<file path="config.mk">
export PLATFORM = sky130hd
export DESIGN_NAME = fps_seq
export DESIGN_NICKNAME = d
export VERILOG_FILES = /design/src/rtl/fps_pkg.sv /design/src/rtl/fps_power.sv /design/src/rtl/fps_seq.sv /design/src/rtl/fps_sync.sv
export SDC_FILE = /design/constraint.sdc
export NUM_CORES = 1
export LEC_CHECK = 0
export ABC_CLOCK_PERIOD_IN_PS = 4550
export BUFFER_PORTS_ARGS = -buffer_cell sky130_fd_sc_hd__buf_2
export CORE_MARGIN = 4
export CORE_UTILIZATION = 30
export DETAILED_ROUTE_END_ITERATION = 8
export MAX_ROUTING_LAYER = met4
export PLACE_DENSITY = 0.53
export SYNTH_ARGS = -nofsm -noshare
export SYNTH_HDL_FRONTEND = slang
export SYNTH_SLANG_ARGS = --single-unit
</file>
<file path="constraint.sdc">
create_clock -name i_clk -period 4.55 [get_ports i_clk]
set_input_delay 0.91 -clock i_clk [delete_from_list [all_inputs] [get_ports i_clk]]
set_output_delay 0.91 -clock i_clk [all_outputs]
set_load 0.03 [all_outputs]
</file>
<file path="src/rtl/fps_pkg.sv">
// Shared constants, types and timing for the flash programmer-mode sequencer.
package fps_pkg;

	// ****************************************************************
	// Clock and timing
	// ****************************************************************
	localparam int unsigned CLK_KHZ      = 10000;  // 10 MHz system clock.
	localparam int unsigned T_OSC_MS     = 10;     // Oscillator settling, crystal case.
	localparam int unsigned T_SETUP_MS   = 10;     // Programmer-mode setup time.
	localparam int unsigned SETUP_CYCLES = (T_OSC_MS + T_SETUP_MS) * CLK_KHZ;
	localparam int unsigned SETUP_CNT_W  = 18;     // Wide enough for SETUP_CYCLES.

	// ****************************************************************
	// Command codes
	// ****************************************************************
	localparam logic [7:0] CMD_READ   = 8'h00;
	localparam logic [7:0] CMD_PROG   = 8'h40;
	localparam logic [7:0] CMD_ERASE  = 8'h20;
	localparam logic [7:0] CMD_STATUS = 8'h71;

	// ****************************************************************
	// Return code layout and polling encoding
	// ****************************************************************
	localparam int unsigned RC_ABNORMAL  = 7;
	localparam int unsigned RC_CMD_ERR   = 6;
	localparam int unsigned RC_PROG_ERR  = 5;
	localparam int unsigned RC_ERASE_ERR = 4;
	localparam int unsigned RC_EXCESS    = 1;
	localparam int unsigned RC_ADDR_ERR  = 0;
	localparam logic [7:0]  RC_RESET     = 8'h00;
	localparam logic [7:0]  RC_CMD_FAIL  = 8'hC0;
	localparam logic [1:0]  POLL_BUSY    = 2'h0;
	localparam logic [1:0]  POLL_FAIL    = 2'h2;
	localparam logic [1:0]  POLL_OK      = 2'h3;
	localparam logic [5:0]  POLL_FILL    = 6'h00;
	localparam logic [7:0]  DQ_IDLE      = 8'h00;

	// ****************************************************************
	// Carriers
	// ****************************************************************
	typedef struct packed {
		logic       ce_n;
		logic       oe_n;
		logic       we_n;
		logic [7:0] data;
	} fps_pins_s;

	localparam int unsigned PINS_W    = 11;
	localparam logic [10:0] PINS_IDLE = 11'h700;  // Strobes high, data low.

	typedef struct packed {
		logic done;       // One-cycle pulse: erase finished.
		logic erase_err;
		logic excess;
		logic addr_err;
	} fps_arr_stat_s;

	// ****************************************************************
	// States and modes
	// ****************************************************************
	typedef enum logic [2:0] {
		ST_SETUP   = 3'h0,
		ST_READ    = 3'h1,
		ST_ERASE2  = 3'h2,
		ST_STATUS2 = 3'h3,
		ST_ERASING = 3'h4,
		ST_POLL    = 3'h5,
		ST_STATUS  = 3'h6
	} fps_state_e;

	typedef enum logic [2:0] {
		LSI_ACTIVE    = 3'h0,
		LSI_SUBACTIVE = 3'h1,
		LSI_SLEEP     = 3'h2,
		LSI_SUBSLEEP  = 3'h3,
		LSI_STANDBY   = 3'h4,
		LSI_WATCH     = 3'h5
	} fps_lsi_mode_e;

	typedef enum logic [1:0] {
		FPWR_NORMAL = 2'h0,
		FPWR_PDOWN  = 2'h1,
		FPWR_HALT   = 2'h2
	} fps_flash_pwr_e;

endpackage : fps_pkg

</file>
<file path="src/rtl/fps_power.sv">
// Maps the chip operating mode onto the flash power state.
`timescale 1ns/10ps
module fps_power (
	input  wire logic                   i_clk,
	input  wire logic                   i_rst_n,
	input  wire fps_pkg::fps_lsi_mode_e i_lsi_mode,
	input  wire logic                   i_subactive_flash_full_power,
	output fps_pkg::fps_flash_pwr_e     o_flash_pwr,
	output logic                        o_flash_read_ok
);
	import fps_pkg::*;

	fps_flash_pwr_e pwr_nxt;

	// ****************************************************************
	// Mode decode
	// ****************************************************************
	// Unknown mode codes halt the flash, the safe choice for power.
	always_comb begin
		case (i_lsi_mode)
			LSI_ACTIVE:    pwr_nxt = FPWR_NORMAL;
			LSI_SLEEP:     pwr_nxt = FPWR_NORMAL;
			LSI_SUBACTIVE: pwr_nxt = i_subactive_flash_full_power ? FPWR_NORMAL : FPWR_PDOWN;
			LSI_SUBSLEEP:  pwr_nxt = FPWR_HALT;
			LSI_STANDBY:   pwr_nxt = FPWR_HALT;
			LSI_WATCH:     pwr_nxt = FPWR_HALT;
			default:       pwr_nxt = FPWR_HALT;
		endcase
	end

	// Registered state; power-down still allows slow reads.
	always_ff @(posedge i_clk) begin
		if (!i_rst_n) begin
			o_flash_pwr     <= FPWR_NORMAL;
			o_flash_read_ok <= 1'b1;
		end else begin
			o_flash_pwr     <= pwr_nxt;
			o_flash_read_ok <= (pwr_nxt != FPWR_HALT);
		end
	end
endmodule : fps_power

</file>
<file path="src/rtl/fps_seq.sv">
// Programmer-mode command sequencer: erase, status polling and status read.
`timescale 1ns/10ps
module fps_seq #(
	parameter int unsigned P_SETUP_CYCLES = fps_pkg::SETUP_CYCLES
) (
	input  wire logic                   i_clk,
	input  wire logic                   i_rst_n,
	input  wire logic                   i_ce_n,
	input  wire logic                   i_oe_n,
	input  wire logic                   i_we_n,
	input  wire logic [7:0]             i_dq,
	input  wire logic [7:0]             i_arr_rdata,
	input  wire fps_pkg::fps_arr_stat_s i_arr_stat,
	input  wire fps_pkg::fps_lsi_mode_e i_lsi_mode,
	input  wire logic                   i_subactive_flash_full_power,
	output logic [7:0]                  o_dq,
	output logic                        o_dq_oe,
	output logic                        o_erase_start,
	output logic                        o_setup_done,
	output fps_pkg::fps_flash_pwr_e     o_flash_pwr,
	output logic                        o_flash_read_ok
);
	import fps_pkg::*;

	// ****************************************************************
	// Pin synchronisation
	// ****************************************************************
	fps_pins_s                pins;
	logic                     we_n_q_r;
	logic                     wr_evt;
	logic                     read_en;
	logic [7:0]               wr_data;

	fps_sync #(
		.W       (PINS_W),
		.RST_VAL (PINS_IDLE)
	) u_sync (
		.i_clk   (i_clk),
		.i_rst_n (i_rst_n),
		.i_async ({i_ce_n, i_oe_n, i_we_n, i_dq}),
		.o_sync  (pins)
	);

	// Delayed write strobe for rising-edge detection on synchronised pins.
	always_ff @(posedge i_clk) begin
		if (!i_rst_n) begin
			we_n_q_r <= 1'b1;
		end else begin
			we_n_q_r <= pins.we_n;
		end
	end

	// A command write is taken at the end of the write pulse, with chip enable low.
	assign wr_evt  = !pins.ce_n && pins.we_n && !we_n_q_r;
	assign wr_data = pins.data;
	assign read_en = !pins.ce_n && !pins.oe_n && pins.we_n;

	// ****************************************************************
	// Setup period
	// ****************************************************************
	logic [SETUP_CNT_W-1:0]   setup_cnt_r;
	logic                     setup_end;

	assign setup_end = (setup_cnt_r == SETUP_CNT_W'(P_SETUP_CYCLES - 1));

	// Counts oscillator settling plus programmer setup once after reset.
	always_ff @(posedge i_clk) begin
		if (!i_rst_n) begin
			setup_cnt_r  <= '0;
			o_setup_done <= 1'b0;
		end else if (!o_setup_done) begin
			setup_cnt_r  <= setup_cnt_r + SETUP_CNT_W'(1);
			o_setup_done <= setup_end;
		end
	end

	// ****************************************************************
	// Command state machine
	// ****************************************************************
	fps_state_e               state_r;
	fps_state_e               state_nxt;
	logic [1:0]               poll_r;
	logic [1:0]               poll_nxt;
	logic [7:0]               rc_r;
	logic [7:0]               rc_nxt;
	logic                     erase_start_nxt;
	logic                     erase_fail;

	assign erase_fail = i_arr_stat.erase_err || i_arr_stat.excess || i_arr_stat.addr_err;

	// Next state, polling flags and return code; error sets come after clears so they win.
	always_comb begin
		state_nxt       = state_r;
		poll_nxt        = poll_r;
		rc_nxt          = rc_r;
		erase_start_nxt = 1'b0;
		case (state_r)
			ST_SETUP: begin
				if (setup_end) begin
					state_nxt = ST_READ;
				end
			end
			ST_READ, ST_POLL, ST_STATUS: begin
				if (wr_evt) begin
					if (wr_data != CMD_STATUS) begin
						rc_nxt = RC_RESET;
					end
					if (wr_data == CMD_READ) begin
						state_nxt = ST_READ;
					end else if (wr_data == CMD_ERASE) begin
						state_nxt = ST_ERASE2;
					end else if (wr_data == CMD_STATUS) begin
						state_nxt = ST_STATUS2;
					end else begin
						state_nxt = ST_POLL;
						poll_nxt  = POLL_FAIL;
						rc_nxt    = RC_CMD_FAIL;
					end
				end
			end
			ST_ERASE2: begin
				if (wr_evt) begin
					if (wr_data == CMD_ERASE) begin
						state_nxt       = ST_ERASING;
						poll_nxt        = POLL_BUSY;
						erase_start_nxt = 1'b1;
					end else begin
						state_nxt = ST_POLL;
						poll_nxt  = POLL_FAIL;
						rc_nxt    = RC_CMD_FAIL;
					end
				end
			end
			ST_STATUS2: begin
				if (wr_evt) begin
					if (wr_data == CMD_STATUS) begin
						state_nxt = ST_STATUS;
					end else begin
						state_nxt = ST_POLL;
						poll_nxt  = POLL_FAIL;
						rc_nxt    = RC_CMD_FAIL;
					end
				end
			end
			ST_ERASING: begin
				// Writes during erase are dropped; the programmer must not send any.
				if (i_arr_stat.done) begin
					state_nxt            = ST_POLL;
					poll_nxt             = erase_fail ? POLL_FAIL : POLL_OK;
					rc_nxt               = RC_RESET;
					rc_nxt[RC_ABNORMAL]  = erase_fail;
					rc_nxt[RC_ERASE_ERR] = i_arr_stat.erase_err;
					rc_nxt[RC_EXCESS]    = i_arr_stat.excess;
					rc_nxt[RC_ADDR_ERR]  = i_arr_stat.addr_err;
				end
			end
			default: begin
				state_nxt = ST_SETUP;
			end
		endcase
	end

	// State register.
	always_ff @(posedge i_clk) begin
		if (!i_rst_n) begin
			state_r <= ST_SETUP;
		end else begin
			state_r <= state_nxt;
		end
	end

	// Polling flags and return code, held until the next command write or the end of an erase.
	always_ff @(posedge i_clk) begin
		if (!i_rst_n) begin
			poll_r <= POLL_BUSY;
			rc_r   <= RC_RESET;
		end else begin
			poll_r <= poll_nxt;
			rc_r   <= rc_nxt;
		end
	end

	// Erase start pulse to the array; it always covers the whole array.
	always_ff @(posedge i_clk) begin
		if (!i_rst_n) begin
			o_erase_start <= 1'b0;
		end else begin
			o_erase_start <= erase_start_nxt;
		end
	end

	// ****************************************************************
	// Data pin drive
	// ****************************************************************
	logic [7:0]               dq_nxt;

	// Output word per mode; polling leaves bits 5 to 0 at zero.
	always_comb begin
		case (state_r)
			ST_READ:    dq_nxt = i_arr_rdata;
			ST_ERASING: dq_nxt = {POLL_BUSY, POLL_FILL};
			ST_POLL:    dq_nxt = {poll_r, POLL_FILL};
			ST_STATUS:  dq_nxt = rc_r;
			default:    dq_nxt = DQ_IDLE;
		endcase
	end

	// Drive only while chip and output enable are low and setup has ended.
	always_ff @(posedge i_clk) begin
		if (!i_rst_n) begin
			o_dq    <= DQ_IDLE;
			o_dq_oe <= 1'b0;
		end else begin
			o_dq    <= dq_nxt;
			o_dq_oe <= read_en && (state_r != ST_SETUP);
		end
	end

	// ****************************************************************
	// Flash power state
	// ****************************************************************
	fps_power u_power (
		.i_clk                        (i_clk),
		.i_rst_n                      (i_rst_n),
		.i_lsi_mode                   (i_lsi_mode),
		.i_subactive_flash_full_power (i_subactive_flash_full_power),
		.o_flash_pwr                  (o_flash_pwr),
		.o_flash_read_ok              (o_flash_read_ok)
	);
endmodule : fps_seq

</file>
<file path="src/rtl/fps_sync.sv">
// Two-flop synchroniser for the programmer pins, one chain per bit.
`timescale 1ns/10ps
module fps_sync #(
	parameter int unsigned       W       = 11,
	parameter logic [W-1:0]      RST_VAL = '0
) (
	input  wire logic            i_clk,
	input  wire logic            i_rst_n,
	input  wire logic [W-1:0]    i_async,
	output logic      [W-1:0]    o_sync
);
	import fps_pkg::*;

	// ****************************************************************
	// Per-bit chains
	// ****************************************************************
	// The first stage feeds only the second, so metastability stays inside the chain.
	genvar g;
	generate
		for (g = 0; g < W; g++) begin : g_bit
			logic meta_r;
			always_ff @(posedge i_clk) begin
				if (!i_rst_n) begin
					meta_r    <= RST_VAL[g];
					o_sync[g] <= RST_VAL[g];
				end else begin
					meta_r    <= i_async[g];
					o_sync[g] <= meta_r;
				end
			end
		end
	endgenerate

endmodule : fps_sync

</file>
======== Word level (Yosys, flattened, before mapping) ========
Cells that the tools add are included.
storage, ports and cells
  register bits ........................... 68
  bits of input ports ..................... 29
  output and inout bits ................... 14
  word-level logic and storage cells ...... 114
cells by class
  add/sub/neg operators ................... 1
  equality and inequality tests ........... 22
  muxes and demuxes ....................... 37
  reduce and logical (&&, ||, !) cells .... 21
operators with widths
  operator                 count
  $mux W8                  10
  $pmux W8 S4              1
  $mux W3                  8
  $pmux W8 S3              1
  $ne A2 B2 Y1 const B     10
  $add A18 B1 Y18 const B  1
  $eq A18 B18 Y1 const B   1
  $mux W2                  9
  $pmux W3 S5              1
  $reduce_and A7 Y1        2
  $eq A3 B2 Y1 const B     3
  $eq A3 B3 Y1 const B     3
  $eq A8 B6 Y1 const B     1
  $eq A8 B7 Y1 const B     1
  $logic_not A8 Y1         1
  $ne A8 B7 Y1 const B     1
  $pmux W2 S4              1
  $eq A3 B1 Y1 const B     2
  $logic_not A3 Y1         2
  $logic_and A1 B1 Y1      5
  $mux W1                  5
  $reduce_and A5 Y1        1
  $pmux W2 S2              1
  $reduce_bool A4 Y1       1
  other kinds (6)          9

======== Logic depth before layout (Yosys ltp) ========
  depth in word-level cells ............... 7
  mapped depth ............................ 6
  mapped depth without buffers ............ 6

======== Modules after synthesis ========
A second synthesis with hierarchy kept.
second synthesis, totals
  cells, all modules ...................... 284
  area total of the unflattened synthesis .. 2710.1 sq um
modules (own cells, without submodules)
  module     times used  cells an instance  area each (sq um)  seq. area each (sq um)
  fps_seq    1           230                2026.9             860.8
  fps_sync   1           46                 590.6              440.4
  fps_power  1           8                  92.6               60.1

======== Worst setup path after synthesis ========
No wires, ideal clock.
  path kind ............................... in2reg
  from .................................... in i_arr_stat[3] (netlist name)
  to ...................................... reg rc_r[0]
  setup time .............................. 0.117 ns
  arrival time ............................ 1.744 ns
  required time ........................... 4.433 ns
  setup slack ............................. 2.689 ns
  stages .................................. 4
  path buffers ............................ 0
  cell sequence ........................... nor3b_1 > a32o_1 > nand2_1 > a32o_1
between the ends
  cells in the longest elaborated chain, start to end .. 2
ends and longest elaborated chain
  item                                RTL line        source
  start: declaration                  fps_seq.sv:13   input wire fps_pkg::fps_arr_stat_s i_arr_stat,
  $ne A2 B2 Y1 (no source line)       --
  $reduce_and A7 Y1 (no source line)  --
  end signal: assignment              fps_seq.sv:179  rc_r <= rc_nxt;
  end: declaration                    fps_seq.sv:84   logic [7:0] rc_r;
Every way passes these cells.
A chain may end at the register's enable or synchronous reset.

======== Final worst setup path ========
  from .................................... in i_rst_n
  to ...................................... reg u_power.o_flash_pwr[0]
RTL lines
  item                    RTL line         source
  start: declaration      fps_seq.sv:7     input wire logic i_rst_n,
  end signal: assignment  fps_power.sv:37  o_flash_pwr <= pwr_nxt;
  end: declaration        fps_power.sv:8   output fps_pkg::fps_flash_pwr_e o_flash_pwr,
No word-level cell between the ends.

==> results.yml <==
layout:
  finalNetCount: 348
  drive_above_1_share_pct: 18.6
  register_area_um2: 1360
  area_growth_pct: 17.9
  multiInputGateArea_um2: 1210
  post-route-util_pct: 37.2
  filler_cell_count: 891
  antenna_cells_inserted: 0
  layout.cell_area.non_filler_um2: 3120
clock_network:
  tritoncts: "built"
  cts.sinks: 68
  ctsResizeCount: 0
  ctsRootBufferMaster: "sky130_fd_sc_hd__clkbuf_8"
  cts-buffers-inserted: 9
  cts_hold_repair.buffers: 0
  cts.reportedPaths.clkPinSlew_ns: 0.07
  cts.htree.levels: 3
  post_cts.repair.setup_buffers: 0
  ctsLongestPathBuffers: 2
  insertion_delay_of_the_later_clocked_pin_in_the_worst_skew_pair_ns: 0.33
yosys:
  yosys.area_share.simple_pct: 26.5
  ys_warn_count: 0
  synth_compound_area_share_pct: 13.4
  synth_fp_nets: 309
  post_synth_most_frequent_cells: "sky130_fd_sc_hd__dfxtp_1, sky130_fd_sc_hd__nor2_1, sky130_fd_sc_hd__and2_1"
  portion_of_netlist_area_occupied_by_mux_cells_pct: 1.14
  synth_flop_cell: "sky130_fd_sc_hd__dfxtp_1"
  synth-adder-area-share_pct: 0.473
  synth_edf_count: 0
  synth_seq_area_share_pct: 51.5
  synth_most_common_cell: "sky130_fd_sc_hd__dfxtp_1"
  synthesis.area_um2: 2640
  synthesis.instances: 279
  post_synth_top_area_share_pct: 51.5
  avgSynthCellArea_um2: 9.47
  synthDistinctLibCells: 48
  post_synth_xor_area_fraction_pct: 4.31
  yosysTopAreaCell: "sky130_fd_sc_hd__dfxtp_1"
  postSynthRegisterBits: 68
  synth_top_family_by_area: "simple AND/OR/NAND/NOR gates"
  ys_async_sr_fraction_pct: 0
  ys_top_cells_by_area: "sky130_fd_sc_hd__dfxtp_1, sky130_fd_sc_hd__and2_1, sky130_fd_sc_hd__nor2_1"
sta:
  maxSlewHeadroom_pct: 55.1
  setup_viol_count_final: 0
  fmax_mhz: 491
  period_share_pct: 44.7
  timing.final.hold_violations: 0
  fin_setup_tns_ns: 0
  finalWorstPathRequiredPeriod_ns: 2.04
  worstMarginPinSlew_ns: 0.671
  count_of_pins_over_their_slew_limit: 0
  grt_setup_unrepaired: "no"
  finalClockSkew_ns: 0.00742
setup_path:
  cp_top_family: "buffers and inverters"
  critical_path.slowest_cell: "sky130_fd_sc_hd__buf_2"
  cp-end-kind: "flip-flop"
  path_class: "primary input to flip-flop"
  critical_path_arrival_ns: 2.27
  critPathMaxStageDelay_ns: 0.45
  crit_chain: "buf_2, clkinv_1, buf_4, nor4_1"
  critPathRequiredTime_ns: 4.79
  cp.buffers_inverters: 3
  timing.critical_path.from_type: "primary input"
  crit_path_max_fanout: 38
hold_path:
  hold_path_class: "flip-flop to flip-flop"
detailed_routing:
  routedWlPerCell_um: 12.2
  dr.pass1.iters: 4
  initialDrtViolationCount: 73
  vias_per_cell: 4.79
  wl_um: 5240
  vias: 2048
  route.detailed.drc: 0
  remaining_antenna_violation_count_after_routing: 0
place:
  rd_place_congestion: 0.808
  dp_hpwl_um: 3700
  postPlaceCellArea_um2: 2930
  portBuffers: 42
grt:
  global_route.usage.total_pct: 11.0
  grt_start_max_net_pins: 39
  grt_antenna_before_repair: 0
  global_route.overflow_total: 0
  grt_pass1_vias: 1946
  first_pass_grt_wire_length_um: 8760
die:
  rows: 33
  start_util_pct: 31.5
  die_width_um: 102
  die_area_um2: 10400
  core_region_area_um2: 8380
  boundaryPins: 43
  die-height_um: 102
pwr:
  static-leakage-power_nw: 1.22
  power.share.sequential_pct: 55.3
  switching_power_mw: 0.236
  clock_power_share_pct: 40.3
  power.share.switching_pct: 21.2
  pwr-share-comb_pct: 4.4
  vdd_ir_max_v: 0.000174
  internal_power_of_the_cells_mw: 0.874
  post-layout-total-power_mw: 1.11
  p_per_area_nw_per_um2: 356
flow_run:
  drv.max_cap_violation_count: 0
outcome:
  run_status: "finished clean"
-- power by group through the flow --
stage	logic, mW	registers, mW	clock network, mW
after CTS	0.0503	0.613	0.467
after floorplan	0.0278	0.628	0
after detailed placement	0.0501	0.627	0
final	0.0492	0.613	0.447
after global placement	0.0492	0.627	0
after global routing	0.0564	0.615	0.492
-- cell usage in the layout, fill, tap and decap left out, types with 5 or more instances in the layout --
cell type / count
sky130_fd_sc_hd__xor2_1: 9
sky130_fd_sc_hd__and2_1: 18
sky130_fd_sc_hd__a22oi_1: 10
sky130_fd_sc_hd__nor2_1: 29
sky130_fd_sc_hd__nand4_1: 8
sky130_fd_sc_hd__nand2_1: 16
sky130_fd_sc_hd__dfxtp_1: 68
sky130_fd_sc_hd__a21oi_1: 10
sky130_fd_sc_hd__o21ai_0: 7
sky130_fd_sc_hd__nor4_1: 5
sky130_fd_sc_hd__clkbuf_8: 12
sky130_fd_sc_hd__buf_2: 42
sky130_fd_sc_hd__nand2b_1: 13
-- worst paths after layout --
kind / from / to / slack, ns / cells past startpoint
setup / recovery: i_rst_n / u_power.o_flash_pwr[0] / 2.51 / 4
setup reg to reg: state_r[2] / poll_r[1] / 2.61 / 5
hold reg to reg: u_sync.o_sync[9] / o_dq_oe / 0.39 / 1
hold / removal: u_sync.o_sync[9] / o_dq_oe / 0.39 / 1
-- final cells by class --
cell class / instances / area share [%]
clock buffers: 15 / 5.66
clock inverters: 1 / 0.161
inverters: 4 / 0.482
multi-input cells: 192 / 38.8
flip-flops and latches: 68 / 43.7
well taps: 105 / 4.22
repair buffers: 43 / 6.99
-- registers in the layout, summed over array words and instances (netlist names), named ones only --
register and count:
u_sync.o_sync 11, u_power.o_flash_read_ok 1, o_erase_start 1, rc_r 6, poll_r 2, we_n_q_r 1
u_power.o_flash_pwr 2, o_dq 8, u_sync.g_bit.meta_r 11, o_setup_done 1, setup_cnt_r 18, state_r 3
o_dq_oe 1
-- through the flow --
step	hold slack [ns]	worst slack [ns]	cells
final	0.392	2.51	428
after global routing	0.416	2.31	428
after CTS	0.400	2.50	428
after detailed placement	0.390	2.14	412
after global placement	0.390	2.20	412
after floorplan	0.374	2.69	279
-- logic make-up (layout without fill, tap and decap cells) --
logic type	count (synthesis)	in the layout
fa+ha+maj	1	1
xor+xnor	13	13
mux	3	3
compound gates	51	51
simple gates	124	124
buf+inv	19	63
flops	68	68
-- per-layer routing --
| layer | global-route usage, % | share of wire, % |
|---|---|---|
| met5 | - | 0 |
| met4 | 5.45 | 1.3 |
| met3 | 2.32 | 3.0 |
| met2 | 17.2 | 49 |
| met1 | 13.5 | 47 |
(Power assumes the default switching activity.)
